--- src/hdl/spm_pkg.sv ---
/*
 * Shared constants and types for the scan-port programming link: opcodes,
 * register widths, the entry signature, timing counts and the TAP states.
 * Assumes a single 125 MHz system clock on both ends of the link.
 */
package spm_pkg;
  localparam int CLK_NS = 8;
  localparam int TCK_PERIOD_NS = 160;
  localparam int TCK_HALF_CYC = (TCK_PERIOD_NS / 2 + CLK_NS - 1) / CLK_NS;
  localparam int IR_W = 4;
  localparam logic [3:0] OP_DEV_RESET = 4'hC;
  localparam logic [3:0] OP_PROG_ENTRY = 4'h4;
  localparam logic [3:0] OP_PROG_CMD = 4'h5;
  localparam logic [3:0] OP_PAGE_LOAD = 4'h6;
  localparam logic [3:0] OP_PAGE_READ = 4'h7;
  localparam logic [3:0] IR_CAPTURE = 4'h1;
  localparam logic [3:0] IR_RESET_VAL = 4'hF;
  localparam int EN_W = 16;
  localparam logic [15:0] PROG_SIGNATURE = 16'hA370;
  localparam logic [15:0] EN_RESET_VAL = 16'h0000;
  localparam int CMD_W = 15;
  localparam int BYTE_W = 8;
  localparam int PAGE_BITS = 2048;
  localparam int PAGE_BYTES = PAGE_BITS / BYTE_W;
  localparam int ADDR_W = $clog2(PAGE_BYTES);
  localparam int RD_LEAD_BITS = 8;
  localparam int RD_CHAIN_BITS = PAGE_BITS + RD_LEAD_BITS;
  localparam int DIS_CLR_CYC = 2;
  localparam int TOUT_BASE_CYC = 16;
  localparam int TOUT_W = 16;
  localparam int LEN_W = 12;
  localparam logic [5:0] PRE_RESET = 6'h1F;
  localparam logic [5:0] PRE_IR = 6'h03;
  localparam logic [5:0] PRE_DR = 6'h01;
  localparam logic [5:0] PRE_IDLE = 6'h00;
  localparam logic [2:0] PRE_RESET_N = 3'h6;
  localparam logic [2:0] PRE_IR_N = 3'h4;
  localparam logic [2:0] PRE_DR_N = 3'h3;
  localparam logic [2:0] PRE_IDLE_N = 3'h1;
  localparam logic [1:0] POST_SCAN_N = 2'h2;

  typedef enum logic [3:0] {
    T_RESET, T_IDLE, T_SEL_DR, T_CAP_DR, T_SH_DR, T_EX1_DR, T_PA_DR, T_EX2_DR,
    T_UPD_DR, T_SEL_IR, T_CAP_IR, T_SH_IR, T_EX1_IR, T_PA_IR, T_EX2_IR, T_UPD_IR
  } spm_tap_t;

  typedef enum logic [1:0] {HK_RESET, HK_IDLE, HK_IR, HK_DR} spm_kind_t;
endpackage

--- src/hdl/spm_link_if.sv ---
/*
 * The four scan pins between programmer and device, one modport per end.
 * Assumes both ends share the bench; tck is made by the host end.
 */
`timescale 1ns/1ns
interface spm_link_if;
  logic tck;
  logic tms;
  logic tdi;
  logic tdo;
  modport dev (input tck, input tms, input tdi, output tdo);
  modport host (output tck, output tms, output tdi, input tdo);
endinterface

--- src/hdl/spm_dev.sv ---
/*
 * Device end of the scan-port programming link: TAP controller, instruction
 * register, reset, entry, command and virtual page load/read chains.
 * Assumes tck/tms/tdi arrive asynchronously and are oversampled by clk_in;
 * the flash, page buffer and reset tree sit outside on the user ports.
 */
`timescale 1ns/1ns
// Contract
// - Scan port needs fuse set, disable clear
// - Ext reset clears disable after two clocks
// - Host keeps pins dedicated for scan/debug
// - All scan registers shift LSB first
// - Instruction register is four bits wide
// - Run-Test/Idle makes internal clocks, idle point
// - Opcode C selects one-bit reset register
// - Reset bit one holds device in reset
// - Reset stretched by fuse-selected time-out
// - Host resets device before entering programming
// - Opcode 4 compares 16-bit signature at update
// - Signature 1010_0011_0111_0000 enables programming
// - Entry register clears at power-on, host clears
// - Opcode 5 captures previous result, 15 bits
// - Shift result out while command shifts in
// - Update applies command; idle visit executes
// - Opcode 6 is 2048-bit chain, 8-bit register
// - Page load writes bytes during shift only
// - Opcode 7 is 2056-bit chain, 8-bit register
// - Page read fetches bytes during shift, ignores TDI
// - Page chains only when device first in chain
module spm_dev
  import spm_pkg::*;
#(
  parameter int TOUT_BASE = TOUT_BASE_CYC
) (
  input logic clk_in,
  input logic rst_n_in,
  spm_link_if.dev link,
  input logic fuse_en_in,
  input logic disable_set_in,
  input logic ext_rst_n_in,
  input logic [1:0] tout_sel_in,
  input logic [CMD_W-1:0] result_in,
  input logic [BYTE_W-1:0] rd_data_in,
  output logic chip_rst_out,
  output logic prog_mode_out,
  output logic disable_bit_out,
  output logic [CMD_W-1:0] cmd_out,
  output logic cmd_apply_out,
  output logic cmd_exec_out,
  output logic pbuf_wr_out,
  output logic [ADDR_W-1:0] pbuf_addr_out,
  output logic [BYTE_W-1:0] pbuf_data_out,
  output logic rd_req_out,
  output logic [ADDR_W-1:0] rd_addr_out
);
  if (TOUT_BASE < 1 || TOUT_BASE > 1023) begin : g_chk
    $error("TOUT_BASE must lie in 1..1023");
  end

  typedef struct packed {
    spm_tap_t tap;
    logic [2:0] tck_s;
    logic [1:0] tms_s;
    logic [1:0] tdi_s;
    logic [1:0] xr_s;
    logic dis;
    logic [1:0] dis_cnt;
    logic [IR_W-1:0] ir_sh;
    logic [IR_W-1:0] ir;
    logic byp;
    logic rst_reg;
    logic [TOUT_W-1:0] tout;
    logic chip_rst;
    logic [EN_W-1:0] en_sh;
    logic prog;
    logic [CMD_W-1:0] cmd_sh;
    logic [CMD_W-1:0] cmd;
    logic cmd_upd;
    logic cmd_exec;
    logic [BYTE_W-1:0] pb_sh;
    logic [2:0] bit_cnt;
    logic [ADDR_W-1:0] idx;
    logic [BYTE_W-1:0] pb_data;
    logic [ADDR_W-1:0] pb_addr;
    logic pb_wr;
    logic rd_req;
    logic [ADDR_W-1:0] rd_addr;
    logic tdo;
  } spm_dev_st_t;

  spm_dev_st_t s_ff;
  spm_dev_st_t nxt_s;

  function automatic spm_tap_t tap_next(spm_tap_t t, logic m);
    case (t)
      T_RESET: tap_next = m ? T_RESET : T_IDLE;
      T_IDLE: tap_next = m ? T_SEL_DR : T_IDLE;
      T_SEL_DR: tap_next = m ? T_SEL_IR : T_CAP_DR;
      T_CAP_DR: tap_next = m ? T_EX1_DR : T_SH_DR;
      T_SH_DR: tap_next = m ? T_EX1_DR : T_SH_DR;
      T_EX1_DR: tap_next = m ? T_UPD_DR : T_PA_DR;
      T_PA_DR: tap_next = m ? T_EX2_DR : T_PA_DR;
      T_EX2_DR: tap_next = m ? T_UPD_DR : T_SH_DR;
      T_UPD_DR: tap_next = m ? T_SEL_DR : T_IDLE;
      T_SEL_IR: tap_next = m ? T_RESET : T_CAP_IR;
      T_CAP_IR: tap_next = m ? T_EX1_IR : T_SH_IR;
      T_SH_IR: tap_next = m ? T_EX1_IR : T_SH_IR;
      T_EX1_IR: tap_next = m ? T_UPD_IR : T_PA_IR;
      T_PA_IR: tap_next = m ? T_EX2_IR : T_PA_IR;
      T_EX2_IR: tap_next = m ? T_UPD_IR : T_SH_IR;
      T_UPD_IR: tap_next = m ? T_SEL_DR : T_IDLE;
      default: tap_next = T_RESET;
    endcase
  endfunction

  always_comb begin
    logic rise;
    logic fall;
    logic tdi;
    logic ext_low;
    logic hold;
    logic scan_ok;
    rise = 1'b0;
    fall = 1'b0;
    tdi = 1'b0;
    ext_low = 1'b0;
    hold = 1'b0;
    scan_ok = 1'b0;
    nxt_s = s_ff;
    nxt_s.tck_s = {s_ff.tck_s[1:0], link.tck};
    nxt_s.tms_s = {s_ff.tms_s[0], link.tms};
    nxt_s.tdi_s = {s_ff.tdi_s[0], link.tdi};
    nxt_s.xr_s = {s_ff.xr_s[0], ~ext_rst_n_in};
    nxt_s.cmd_upd = 1'b0;
    nxt_s.cmd_exec = 1'b0;
    nxt_s.pb_wr = 1'b0;
    nxt_s.rd_req = 1'b0;
    rise = s_ff.tck_s[1] & ~s_ff.tck_s[2];
    fall = ~s_ff.tck_s[1] & s_ff.tck_s[2];
    tdi = s_ff.tdi_s[1];
    ext_low = s_ff.xr_s[1];

    // Pin reclaim only works through the reset pin; scan and debug users
    // must never set the disable bit in the first place.
    if (disable_set_in) begin
      nxt_s.dis = 1'b1;
      nxt_s.dis_cnt = 2'h0;
    end else if (s_ff.dis && ext_low) begin
      nxt_s.dis_cnt = s_ff.dis_cnt + 2'h1;
      if (s_ff.dis_cnt == 2'(DIS_CLR_CYC - 1)) begin
        nxt_s.dis = 1'b0;
      end
    end else begin
      nxt_s.dis_cnt = 2'h0;
    end

    hold = s_ff.rst_reg | ext_low;
    if (hold) begin
      nxt_s.tout = TOUT_W'(TOUT_BASE << (2 * tout_sel_in));
    end else if (s_ff.tout != '0) begin
      nxt_s.tout = s_ff.tout - TOUT_W'(1);
    end
    nxt_s.chip_rst = hold | (s_ff.tout != '0);

    scan_ok = fuse_en_in & ~s_ff.dis;
    if (!scan_ok) begin
      nxt_s.tap = T_RESET;
      nxt_s.ir = IR_RESET_VAL;
      nxt_s.rst_reg = 1'b0;
      nxt_s.tdo = 1'b0;
    end else if (rise) begin
      nxt_s.tap = tap_next(s_ff.tap, s_ff.tms_s[1]);
      case (s_ff.tap)
        T_RESET: begin
          nxt_s.ir = IR_RESET_VAL;
          nxt_s.rst_reg = 1'b0;
        end
        T_IDLE: begin
          if (s_ff.ir == OP_PROG_CMD && s_ff.prog) begin
            nxt_s.cmd_exec = 1'b1;
          end
        end
        T_CAP_IR: nxt_s.ir_sh = IR_CAPTURE;
        T_SH_IR: nxt_s.ir_sh = {tdi, s_ff.ir_sh[IR_W-1:1]};
        T_UPD_IR: nxt_s.ir = s_ff.ir_sh;
        T_CAP_DR: begin
          case (s_ff.ir)
            OP_PROG_CMD: nxt_s.cmd_sh = result_in;
            OP_PAGE_LOAD, OP_PAGE_READ: begin
              nxt_s.bit_cnt = 3'h0;
              nxt_s.idx = '0;
            end
            default: nxt_s.byp = 1'b0;
          endcase
        end
        T_SH_DR: begin
          case (s_ff.ir)
            OP_DEV_RESET: nxt_s.rst_reg = tdi;
            OP_PROG_ENTRY: nxt_s.en_sh = {tdi, s_ff.en_sh[EN_W-1:1]};
            OP_PROG_CMD: nxt_s.cmd_sh = {tdi, s_ff.cmd_sh[CMD_W-1:1]};
            OP_PAGE_LOAD: begin
              nxt_s.pb_sh = {tdi, s_ff.pb_sh[BYTE_W-1:1]};
              nxt_s.bit_cnt = s_ff.bit_cnt + 3'h1;
              if (s_ff.bit_cnt == 3'h7) begin
                nxt_s.pb_wr = s_ff.prog;
                nxt_s.pb_data = {tdi, s_ff.pb_sh[BYTE_W-1:1]};
                nxt_s.pb_addr = s_ff.idx;
                nxt_s.idx = s_ff.idx + ADDR_W'(1);
              end
            end
            OP_PAGE_READ: begin
              // The first byte comes out one byte late, hence the 8 lead bits.
              nxt_s.pb_sh = {1'b0, s_ff.pb_sh[BYTE_W-1:1]};
              nxt_s.bit_cnt = s_ff.bit_cnt + 3'h1;
              if (s_ff.bit_cnt == 3'h0) begin
                nxt_s.rd_req = s_ff.prog;
                nxt_s.rd_addr = s_ff.idx;
              end
              if (s_ff.bit_cnt == 3'h7) begin
                nxt_s.pb_sh = rd_data_in;
                nxt_s.idx = s_ff.idx + ADDR_W'(1);
              end
            end
            default: nxt_s.byp = tdi;
          endcase
        end
        T_UPD_DR: begin
          if (s_ff.ir == OP_PROG_ENTRY) begin
            nxt_s.prog = (s_ff.en_sh == PROG_SIGNATURE);
          end
          if (s_ff.ir == OP_PROG_CMD && s_ff.prog) begin
            nxt_s.cmd = s_ff.cmd_sh;
            nxt_s.cmd_upd = 1'b1;
          end
        end
        default: nxt_s.tap = tap_next(s_ff.tap, s_ff.tms_s[1]);
      endcase
    end else if (fall) begin
      if (s_ff.tap == T_SH_IR) begin
        nxt_s.tdo = s_ff.ir_sh[0];
      end else if (s_ff.tap == T_SH_DR) begin
        case (s_ff.ir)
          OP_DEV_RESET: nxt_s.tdo = s_ff.rst_reg;
          OP_PROG_ENTRY: nxt_s.tdo = s_ff.en_sh[0];
          OP_PROG_CMD: nxt_s.tdo = s_ff.cmd_sh[0];
          OP_PAGE_LOAD, OP_PAGE_READ: nxt_s.tdo = s_ff.pb_sh[0];
          default: nxt_s.tdo = s_ff.byp;
        endcase
      end
    end
  end

  // Of the resets, the entry register and mode clear only on power-on reset, not on TAP reset.
  always_ff @(posedge clk_in or negedge rst_n_in) begin
    if (!rst_n_in) begin
      s_ff <= '0;
    end else begin
      s_ff <= nxt_s;
    end
  end

  assign link.tdo = s_ff.tdo;
  assign chip_rst_out = s_ff.chip_rst;
  assign prog_mode_out = s_ff.prog;
  assign disable_bit_out = s_ff.dis;
  assign cmd_out = s_ff.cmd;
  assign cmd_apply_out = s_ff.cmd_upd;
  assign cmd_exec_out = s_ff.cmd_exec;
  assign pbuf_wr_out = s_ff.pb_wr;
  assign pbuf_addr_out = s_ff.pb_addr;
  assign pbuf_data_out = s_ff.pb_data;
  assign rd_req_out = s_ff.rd_req;
  assign rd_addr_out = s_ff.rd_addr;
endmodule

--- src/flat_wrapper.sv ---
// flat-port wrapper written by rule: the top's interface ports become plain ports
module spm_dev_flat import spm_pkg::*;
#(
  parameter int TOUT_BASE = TOUT_BASE_CYC
)
  (clk_in, rst_n_in, fuse_en_in, disable_set_in, ext_rst_n_in, tout_sel_in, result_in, rd_data_in, chip_rst_out, prog_mode_out, disable_bit_out, cmd_out, cmd_apply_out, cmd_exec_out, pbuf_wr_out, pbuf_addr_out, pbuf_data_out, rd_req_out, rd_addr_out, link_tck, link_tms, link_tdi, link_tdo);
  spm_link_if link_i ();
  input logic clk_in;
  input logic rst_n_in;
  input logic fuse_en_in;
  input logic disable_set_in;
  input logic ext_rst_n_in;
  input logic [1:0] tout_sel_in;
  input logic [CMD_W-1:0] result_in;
  input logic [BYTE_W-1:0] rd_data_in;
  output logic chip_rst_out;
  output logic prog_mode_out;
  output logic disable_bit_out;
  output logic [CMD_W-1:0] cmd_out;
  output logic cmd_apply_out;
  output logic cmd_exec_out;
  output logic pbuf_wr_out;
  output logic [ADDR_W-1:0] pbuf_addr_out;
  output logic [BYTE_W-1:0] pbuf_data_out;
  output logic rd_req_out;
  output logic [ADDR_W-1:0] rd_addr_out;
  input wire logic [$bits(link_i.tck)-1:0] link_tck;
  input wire logic [$bits(link_i.tms)-1:0] link_tms;
  input wire logic [$bits(link_i.tdi)-1:0] link_tdi;
  output wire logic [$bits(link_i.tdo)-1:0] link_tdo;
  assign link_i.tck = link_tck;
  assign link_i.tms = link_tms;
  assign link_i.tdi = link_tdi;
  assign link_tdo = link_i.tdo;
  spm_dev #(.TOUT_BASE(TOUT_BASE)) u_core (.clk_in(clk_in), .rst_n_in(rst_n_in), .link(link_i), .fuse_en_in(fuse_en_in), .disable_set_in(disable_set_in), .ext_rst_n_in(ext_rst_n_in), .tout_sel_in(tout_sel_in), .result_in(result_in), .rd_data_in(rd_data_in), .chip_rst_out(chip_rst_out), .prog_mode_out(prog_mode_out), .disable_bit_out(disable_bit_out), .cmd_out(cmd_out), .cmd_apply_out(cmd_apply_out), .cmd_exec_out(cmd_exec_out), .pbuf_wr_out(pbuf_wr_out), .pbuf_addr_out(pbuf_addr_out), .pbuf_data_out(pbuf_data_out), .rd_req_out(rd_req_out), .rd_addr_out(rd_addr_out));
endmodule
--- config.mk ---
export PLATFORM = sky130hd
export DESIGN_NAME = spm_dev_flat
export DESIGN_NICKNAME = d
export VERILOG_FILES = /design/src/hdl/spm_pkg.sv /design/src/hdl/spm_link_if.sv /design/src/hdl/spm_dev.sv /design/src/flat_wrapper.sv
export SDC_FILE = /design/constraint.sdc
export NUM_CORES = 1
export LEC_CHECK = 0
export ABC_AREA = 1
export BUFFER_PORTS_ARGS = -buffer_cell sky130_fd_sc_hd__buf_4
export CORE_MARGIN = 5
export CORE_UTILIZATION = 53
export DETAILED_ROUTE_END_ITERATION = 16
export PLACE_DENSITY = 0.76
export REMOVE_ABC_BUFFERS = 1
export SLEW_MARGIN = 20
export SYNTH_ARGS = -nofsm -noshare
export SYNTH_HDL_FRONTEND = slang
export SYNTH_SLANG_ARGS = --single-unit
--- constraint.sdc ---
create_clock -name clk_in -period 1.7 [get_ports clk_in]
set_input_delay 0.17 -clock clk_in [delete_from_list [all_inputs] [get_ports clk_in]]
set_output_delay 0.17 -clock clk_in [all_outputs]
set_load 0.01 [all_outputs]
Word-level counts from Yosys, hierarchy flattened
Cells that the tools add are included.

word-level totals
  register bits after elaboration = 138
  input bits = 33

cells by class
  add/sub/neg operators = 4
  equality and inequality tests = 38
  shifts and indexed selects = 1
  multiplexer cells = 59
  bitwise operators = 9
  reduce and logical (&&, ||, !) cells = 33

operator list
  operator                                            count
  two-way mux 47 bit                                  2
  case mux 19 bit (2 select lines)                    1
  == test 4 bit, second input constant                9
  == test 4 x 3 -> 1 bit, second input constant       8
  two-way mux 16 bit                                  2
  two-way mux 4 bit                                   8
  case mux 4 bit (8 select lines)                     1
  two-way mux 15 bit                                  2
  case mux 15 bit (2 select lines)                    1
  two-way mux 26 bit                                  1
  two-way mux 25 bit                                  1
  AND reduction 5 bit                                 5
  two-way mux 8 bit                                   3
  case mux 11 bit (2 select lines)                    1
  two-way mux 1 bit                                   18
  two-way mux 9 bit                                   2
  two-way mux 17 bit                                  1
  == test 16 bit, second input constant               1
  case mux 4 bit (2 select lines)                     2
  AND reduction 4 bit                                 4
  nonzero test 16 bit                                 1
  << shifter 5 x 3 -> 16 bit, first input constant    1
  subtractor 16 x 1 -> 16 bit, second input constant  1
  inequality test 3 bit, second input constant        5
  other kinds (31)                                    63

Logic depth before layout (Yosys ltp)
  depth after elaboration = 8
  mapped depth = 10
  gate-level depth less buffers = 10

Worst setup path after synthesis
Ideal clock, no wire load.

  path type = register to register
  start = register u_core.s_ff[35] in the netlist's numbering
  end = register u_core.s_ff[39] in the netlist's numbering
  arrival time = 1.500 ns
  required time = 1.570 ns
  slack = 0.070 ns
  stages on the path, launching flop included = 9
  cells stage by stage = dfrtp_1 > ha_1 > ha_1 > buf_2 > nand2_1 > clkbuf_1 > nand2_1 > o211ai_1 > o21ai_0

between the ends
  cells in the longest elaborated chain, start to end = 3

ends and longest elaborated chain
  element                           RTL line        text
  start, declared                   spm_dev.sv:91   spm_dev_st_t s_ff;
  start signal, assigned            spm_dev.sv:258  s_ff <= nxt_s;
  == test 3 bit                     spm_dev.sv:219  if (s_ff.bit_cnt == 3'h7) begin
  two-way mux 8 bit                 spm_dev.sv:219
  case mux 19 bit (2 select lines)  spm_dev.sv:197  case (s_ff.ir)

No other way between the ends. The select of a mux whose other input is x is not followed.
A chain may end at the register's enable or synchronous reset.

Final worst setup path
  start = register u_core.s_ff[134] in the netlist's numbering
  end = register u_core.s_ff (netlist bit u_core.pbuf_data_out[5])

between the ends
  cells in the longest elaborated chain, start to end = 2

ends and longest elaborated chain
  element                               RTL line        text
  == test 4 x 3 -> 1 bit                spm_dev.sv:173  case (s_ff.tap)
  AND reduction 5 bit (no source line)  --

No other way between the ends.

==> impl_metrics.env <==
export IMPL_status="complete, no violations"
export IMPL_swShare_pct=27.8
export IMPL_path_cells="inv_2 -> nand2_2 -> nor2_4 -> nand3_4 -> inv_4 -> nand3_4 -> clkbuf_16 -> nand2_1 -> o21ai_1"
export IMPL_ant_nets=0
export IMPL_worst_r2r_path_depth=9
export IMPL_wire_per_inst_um=13.5
export IMPL_path_delay_family="simple AND/OR/NAND/NOR gates"
export IMPL_r2r_end="u_core.pbuf_data_out[5]"
export IMPL_layout_nets=993
export IMPL_setup_violations=0
export IMPL_hpwlAfterDp_mm=10.6
export IMPL_fillCellCount=1095
export IMPL_drt_total_wl_mm=15.4
export IMPL_fin_worst_skew_ns=0.00641
export IMPL_synth_seq_area_share_pct=49.3
export IMPL_holdPathStages=4
export IMPL_num_io_pins=80
export IMPL_clkPwrFrac_pct=41.8
export IMPL_dr_pass1_iters=5
export IMPL_cp_start_kind="register"
export IMPL_multi_input_area_sq_um=2830
export IMPL_syn_inst=880
export IMPL_fin_crit_ns=1.61
export IMPL_place_gp_congestion=0.928
export IMPL_crit_start="u_core.s_ff[134]"
export IMPL_rsz0062_at_grt="true"
export IMPL_drc=0
export IMPL_synth_edf_count=0
export IMPL_clk_latency_ns=0.42
export IMPL_p_int_uw=6250
export IMPL_p_comb_share_pct=16.4
export IMPL_die_x_um=125
export IMPL_utilization_pct=64.6
export IMPL_cts_root_buf="clkbuf_16"
export IMPL_period_share_pct=94.5
export IMPL_vdd_ir_drop_max_v=0.000591
export IMPL_core_area_sq_um=13100
export IMPL_numCtsBuffers=17
export IMPL_n_antenna_cell=0
export IMPL_cpPeakStageDelay_ns=0.47
export IMPL_via_per_inst=5.06
export IMPL_path_buf_inv=3
export IMPL_required_ns=2.01
export IMPL_hold_start="tout_sel_in[0]"
export IMPL_drive_gt1_share_pct=20.9
export IMPL_busiest_layer="met2"
export IMPL_leakage_uw=0.00435
export IMPL_grt_pass1_vias=5348
export IMPL_track_usage_pct=19.5
export IMPL_synth_warnings=0
export IMPL_drv_slew=0
export IMPL_final_cell_mix="nand2_1 (241), dfrtp_1 (134), buf_4 (96)"
export IMPL_crit_type="register to register"
export IMPL_finalHoldViolCount=0
export IMPL_worst_slew_pin_slew_ns=0.417
export IMPL_htree_levels=4
export IMPL_grt_max_degree=38
export IMPL_drt_iter0_drc=459
export IMPL_final_setup_worst_slack_ns=0.0941
export IMPL_met2_usage_pct=31.5
export IMPL_cts_tree="built"
export IMPL_slew_headroom_pct=72.1
export IMPL_die_y_um=125
export IMPL_drv_cap=0
export IMPL_power_switching_uw=2400
export IMPL_async_flop_share_pct=100
export IMPL_clkTransAtPathRegs_ns=0.05
export IMPL_crit_top_cell="nand3_4"
export IMPL_syn_avg_cell_area_sq_um=7.97
export IMPL_regArea_sq_um=3460
export IMPL_port_buffers=79
export IMPL_cp_slowest_cell="dfrtp_2"
export IMPL_cp_max_fo=15
export IMPL_antenna_found_initial=0
export IMPL_vias=5782
export IMPL_fin_area_sq_um=8460
export IMPL_grt_first_pass_wirelength_mm=25.4
export IMPL_timing_rr_start="u_core.s_ff[134]"
export IMPL_sequentialPowerShare_pct=41.8
export IMPL_grt_use_met3_pct=4.48
export IMPL_arrival_ns=1.92
export IMPL_layout_commonest_cell="nand2_1"
export IMPL_rrSetupSlack_ns=0.09
export IMPL_overflow=0
export IMPL_synth_area_sq_um=7010
export IMPL_whs_endpoint="u_core.s_ff[100]"
export IMPL_synth_distinct_cells=38
export IMPL_synth_main_ff_cell="dfrtp_1"
export IMPL_cts_sinks=138
export IMPL_ys_ff_latch=138
export IMPL_place_area_sq_um=7660
export IMPL_hold_class="input port to register"
export IMPL_start_util_pct=53.6
export IMPL_die_area_sq_um=15600
export IMPL_crit_path_end_kind="register"
export IMPL_clockBufferDepth=2
export IMPL_area_growth_pct=20.7
export IMPL_use_met1_pct=25.9
export IMPL_fmaxAchievable_ghz=0.623
export IMPL_place_ws_ns=0.0229
export IMPL_fp_row_count=42
export IMPL_powerDensity_nw_per_um2=1020
==> how the worst max path moves through the flow <==
stage	to	slack, ns	depth (start not counted)
floorplan	u_core.pbuf_addr_out[0]	-0.31	8
global placement	u_core.s_ff[87]	0.02	8
detailed placement	u_core.s_ff[89]	0.02	8
CTS	u_core.s_ff[94]	0.006	8
global route	u_core.s_ff[29]	-0.01	9
finish	u_core.pbuf_data_out[5]	0.09	9
==> flip-flops by register name (all words and copies together), names as in the netlist <==
register and flops:
u_core.cmd_apply_out 1, u_core.pbuf_addr_out 8, u_core.nxt_s 5, u_core.chip_rst_out 1, u_core.rd_addr_out 8, u_core.rd_req_out 1
u_core.disable_bit_out 1, u_core.s_ff 86, u_core.pbuf_wr_out 1, u_core.cmd_exec_out 1, u_core.cmd_out 15, u_core.prog_mode_out 1
u_core.pbuf_data_out 8, u_core.link.tdo 1
==> cells in the mapped netlist (2+ instances only) <==
cell	number	area share (%)
nand2_1	248	13
mux2i_1	6	0.86
o21ai_0	53	3.8
o21ai_1	26	1.9
nor2_1	80	4.3
o21ai_2	15	1.9
nor4_1	6	0.54
nand4_1	7	0.62
clkbuf_1	7	0.37
xor2_1	2	0.25
inv_2	7	0.37
o211ai_1	7	0.75
o22ai_1	4	0.36
nand2_2	2	0.18
buf_6	3	0.48
clkinv_1	2	0.11
nor2_2	6	0.54
ha_1	7	1.2
nand2_4	3	0.48
buf_4	39	4.2
nor2_4	4	0.64
inv_1	99	5.3
nand3_1	60	4.3
a21oi_1	22	1.6
nor3_1	6	0.43
dfrtp_1	138	49
buf_2	10	0.71
==> cell type report <==
| type | count | area share, % |
|---|---|---|
| clock inverters | 10 | 1.48 |
| multi-input cells | 575 | 33.4 |
| flip-flops and latches | 138 | 40.9 |
| repair buffers | 113 | 11.5 |
| inverters | 108 | 4.87 |
| well taps | 176 | 2.60 |
| clock buffers | 22 | 5.25 |
==> cells by family after synthesis <==
kind of cell,after synthesis,share of synthesized area (%)
flip-flops,138,49.3
buffers and inverters,168,11.6
adder cells (fa/ha/maj),7,1.25
multiplexers,6,0.857
XOR/XNOR,2,0.250
AND/OR/NAND/NOR,428,26.2
AO/OA/AOI/OAI,131,10.6
==> power by group through the flow <==
stage	Clock [uW]	Combinational [uW]	Sequential [uW]
2_1_floorplan	0	961	3630
6_report	3620	1410	3610
3_5_place_dp	0	1350	3660
3_3_place_gp	0	1320	3660
4_1_cts	3670	1380	3610
5_1_grt	3800	1620	3630
==> per-layer routing <==
metal	share of wire [%]	up-vias	wire length, um
met5	0	-	0
met4	2.2	0	335
met3	4.3	36	654
met2	48	146	7420
met1	45	2674	6950
li1	-	2926	-
==> timing repair <==
| action | CTS | global route |
|---|---|---|
| resized for setup | 1 | 38 |
| pin swaps | 0 | 4 |
| endpoints found under the setup margin | 2 | 92 |
| hold buffers | 6 | 0 |
| endpoints found under the hold margin | 48 | 0 |
| setup buffers | 0 | 3 |
| gates cloned | 0 | 2 |
==> through the flow <==
stage	hold slack, ns	cells	power [uW]	TNS, ns
2_1_floorplan	-0.126	820	4590	-7.13
3_3_place_gp	0.104	1099	4980	0
3_5_place_dp	0.108	1099	5010	0
4_1_cts	0.0124	1137	8650	0
5_1_grt	0.0251	1142	9050	-0.0383
6_report	0.0181	1142	8650	0
==> worst reg2reg max path: stages, from the launching register on <==
cell and delay, ns:
dfrtp_2 0.47, inv_2 0.11, nand2_2 0.07, nor2_4 0.22, nand3_4 0.11, inv_4 0.09, nand3_4 0.12, clkbuf_16 0.21
nand2_1 0.05, o21ai_1 0.05
No activity file was read; power rests on OpenSTA's default activity.
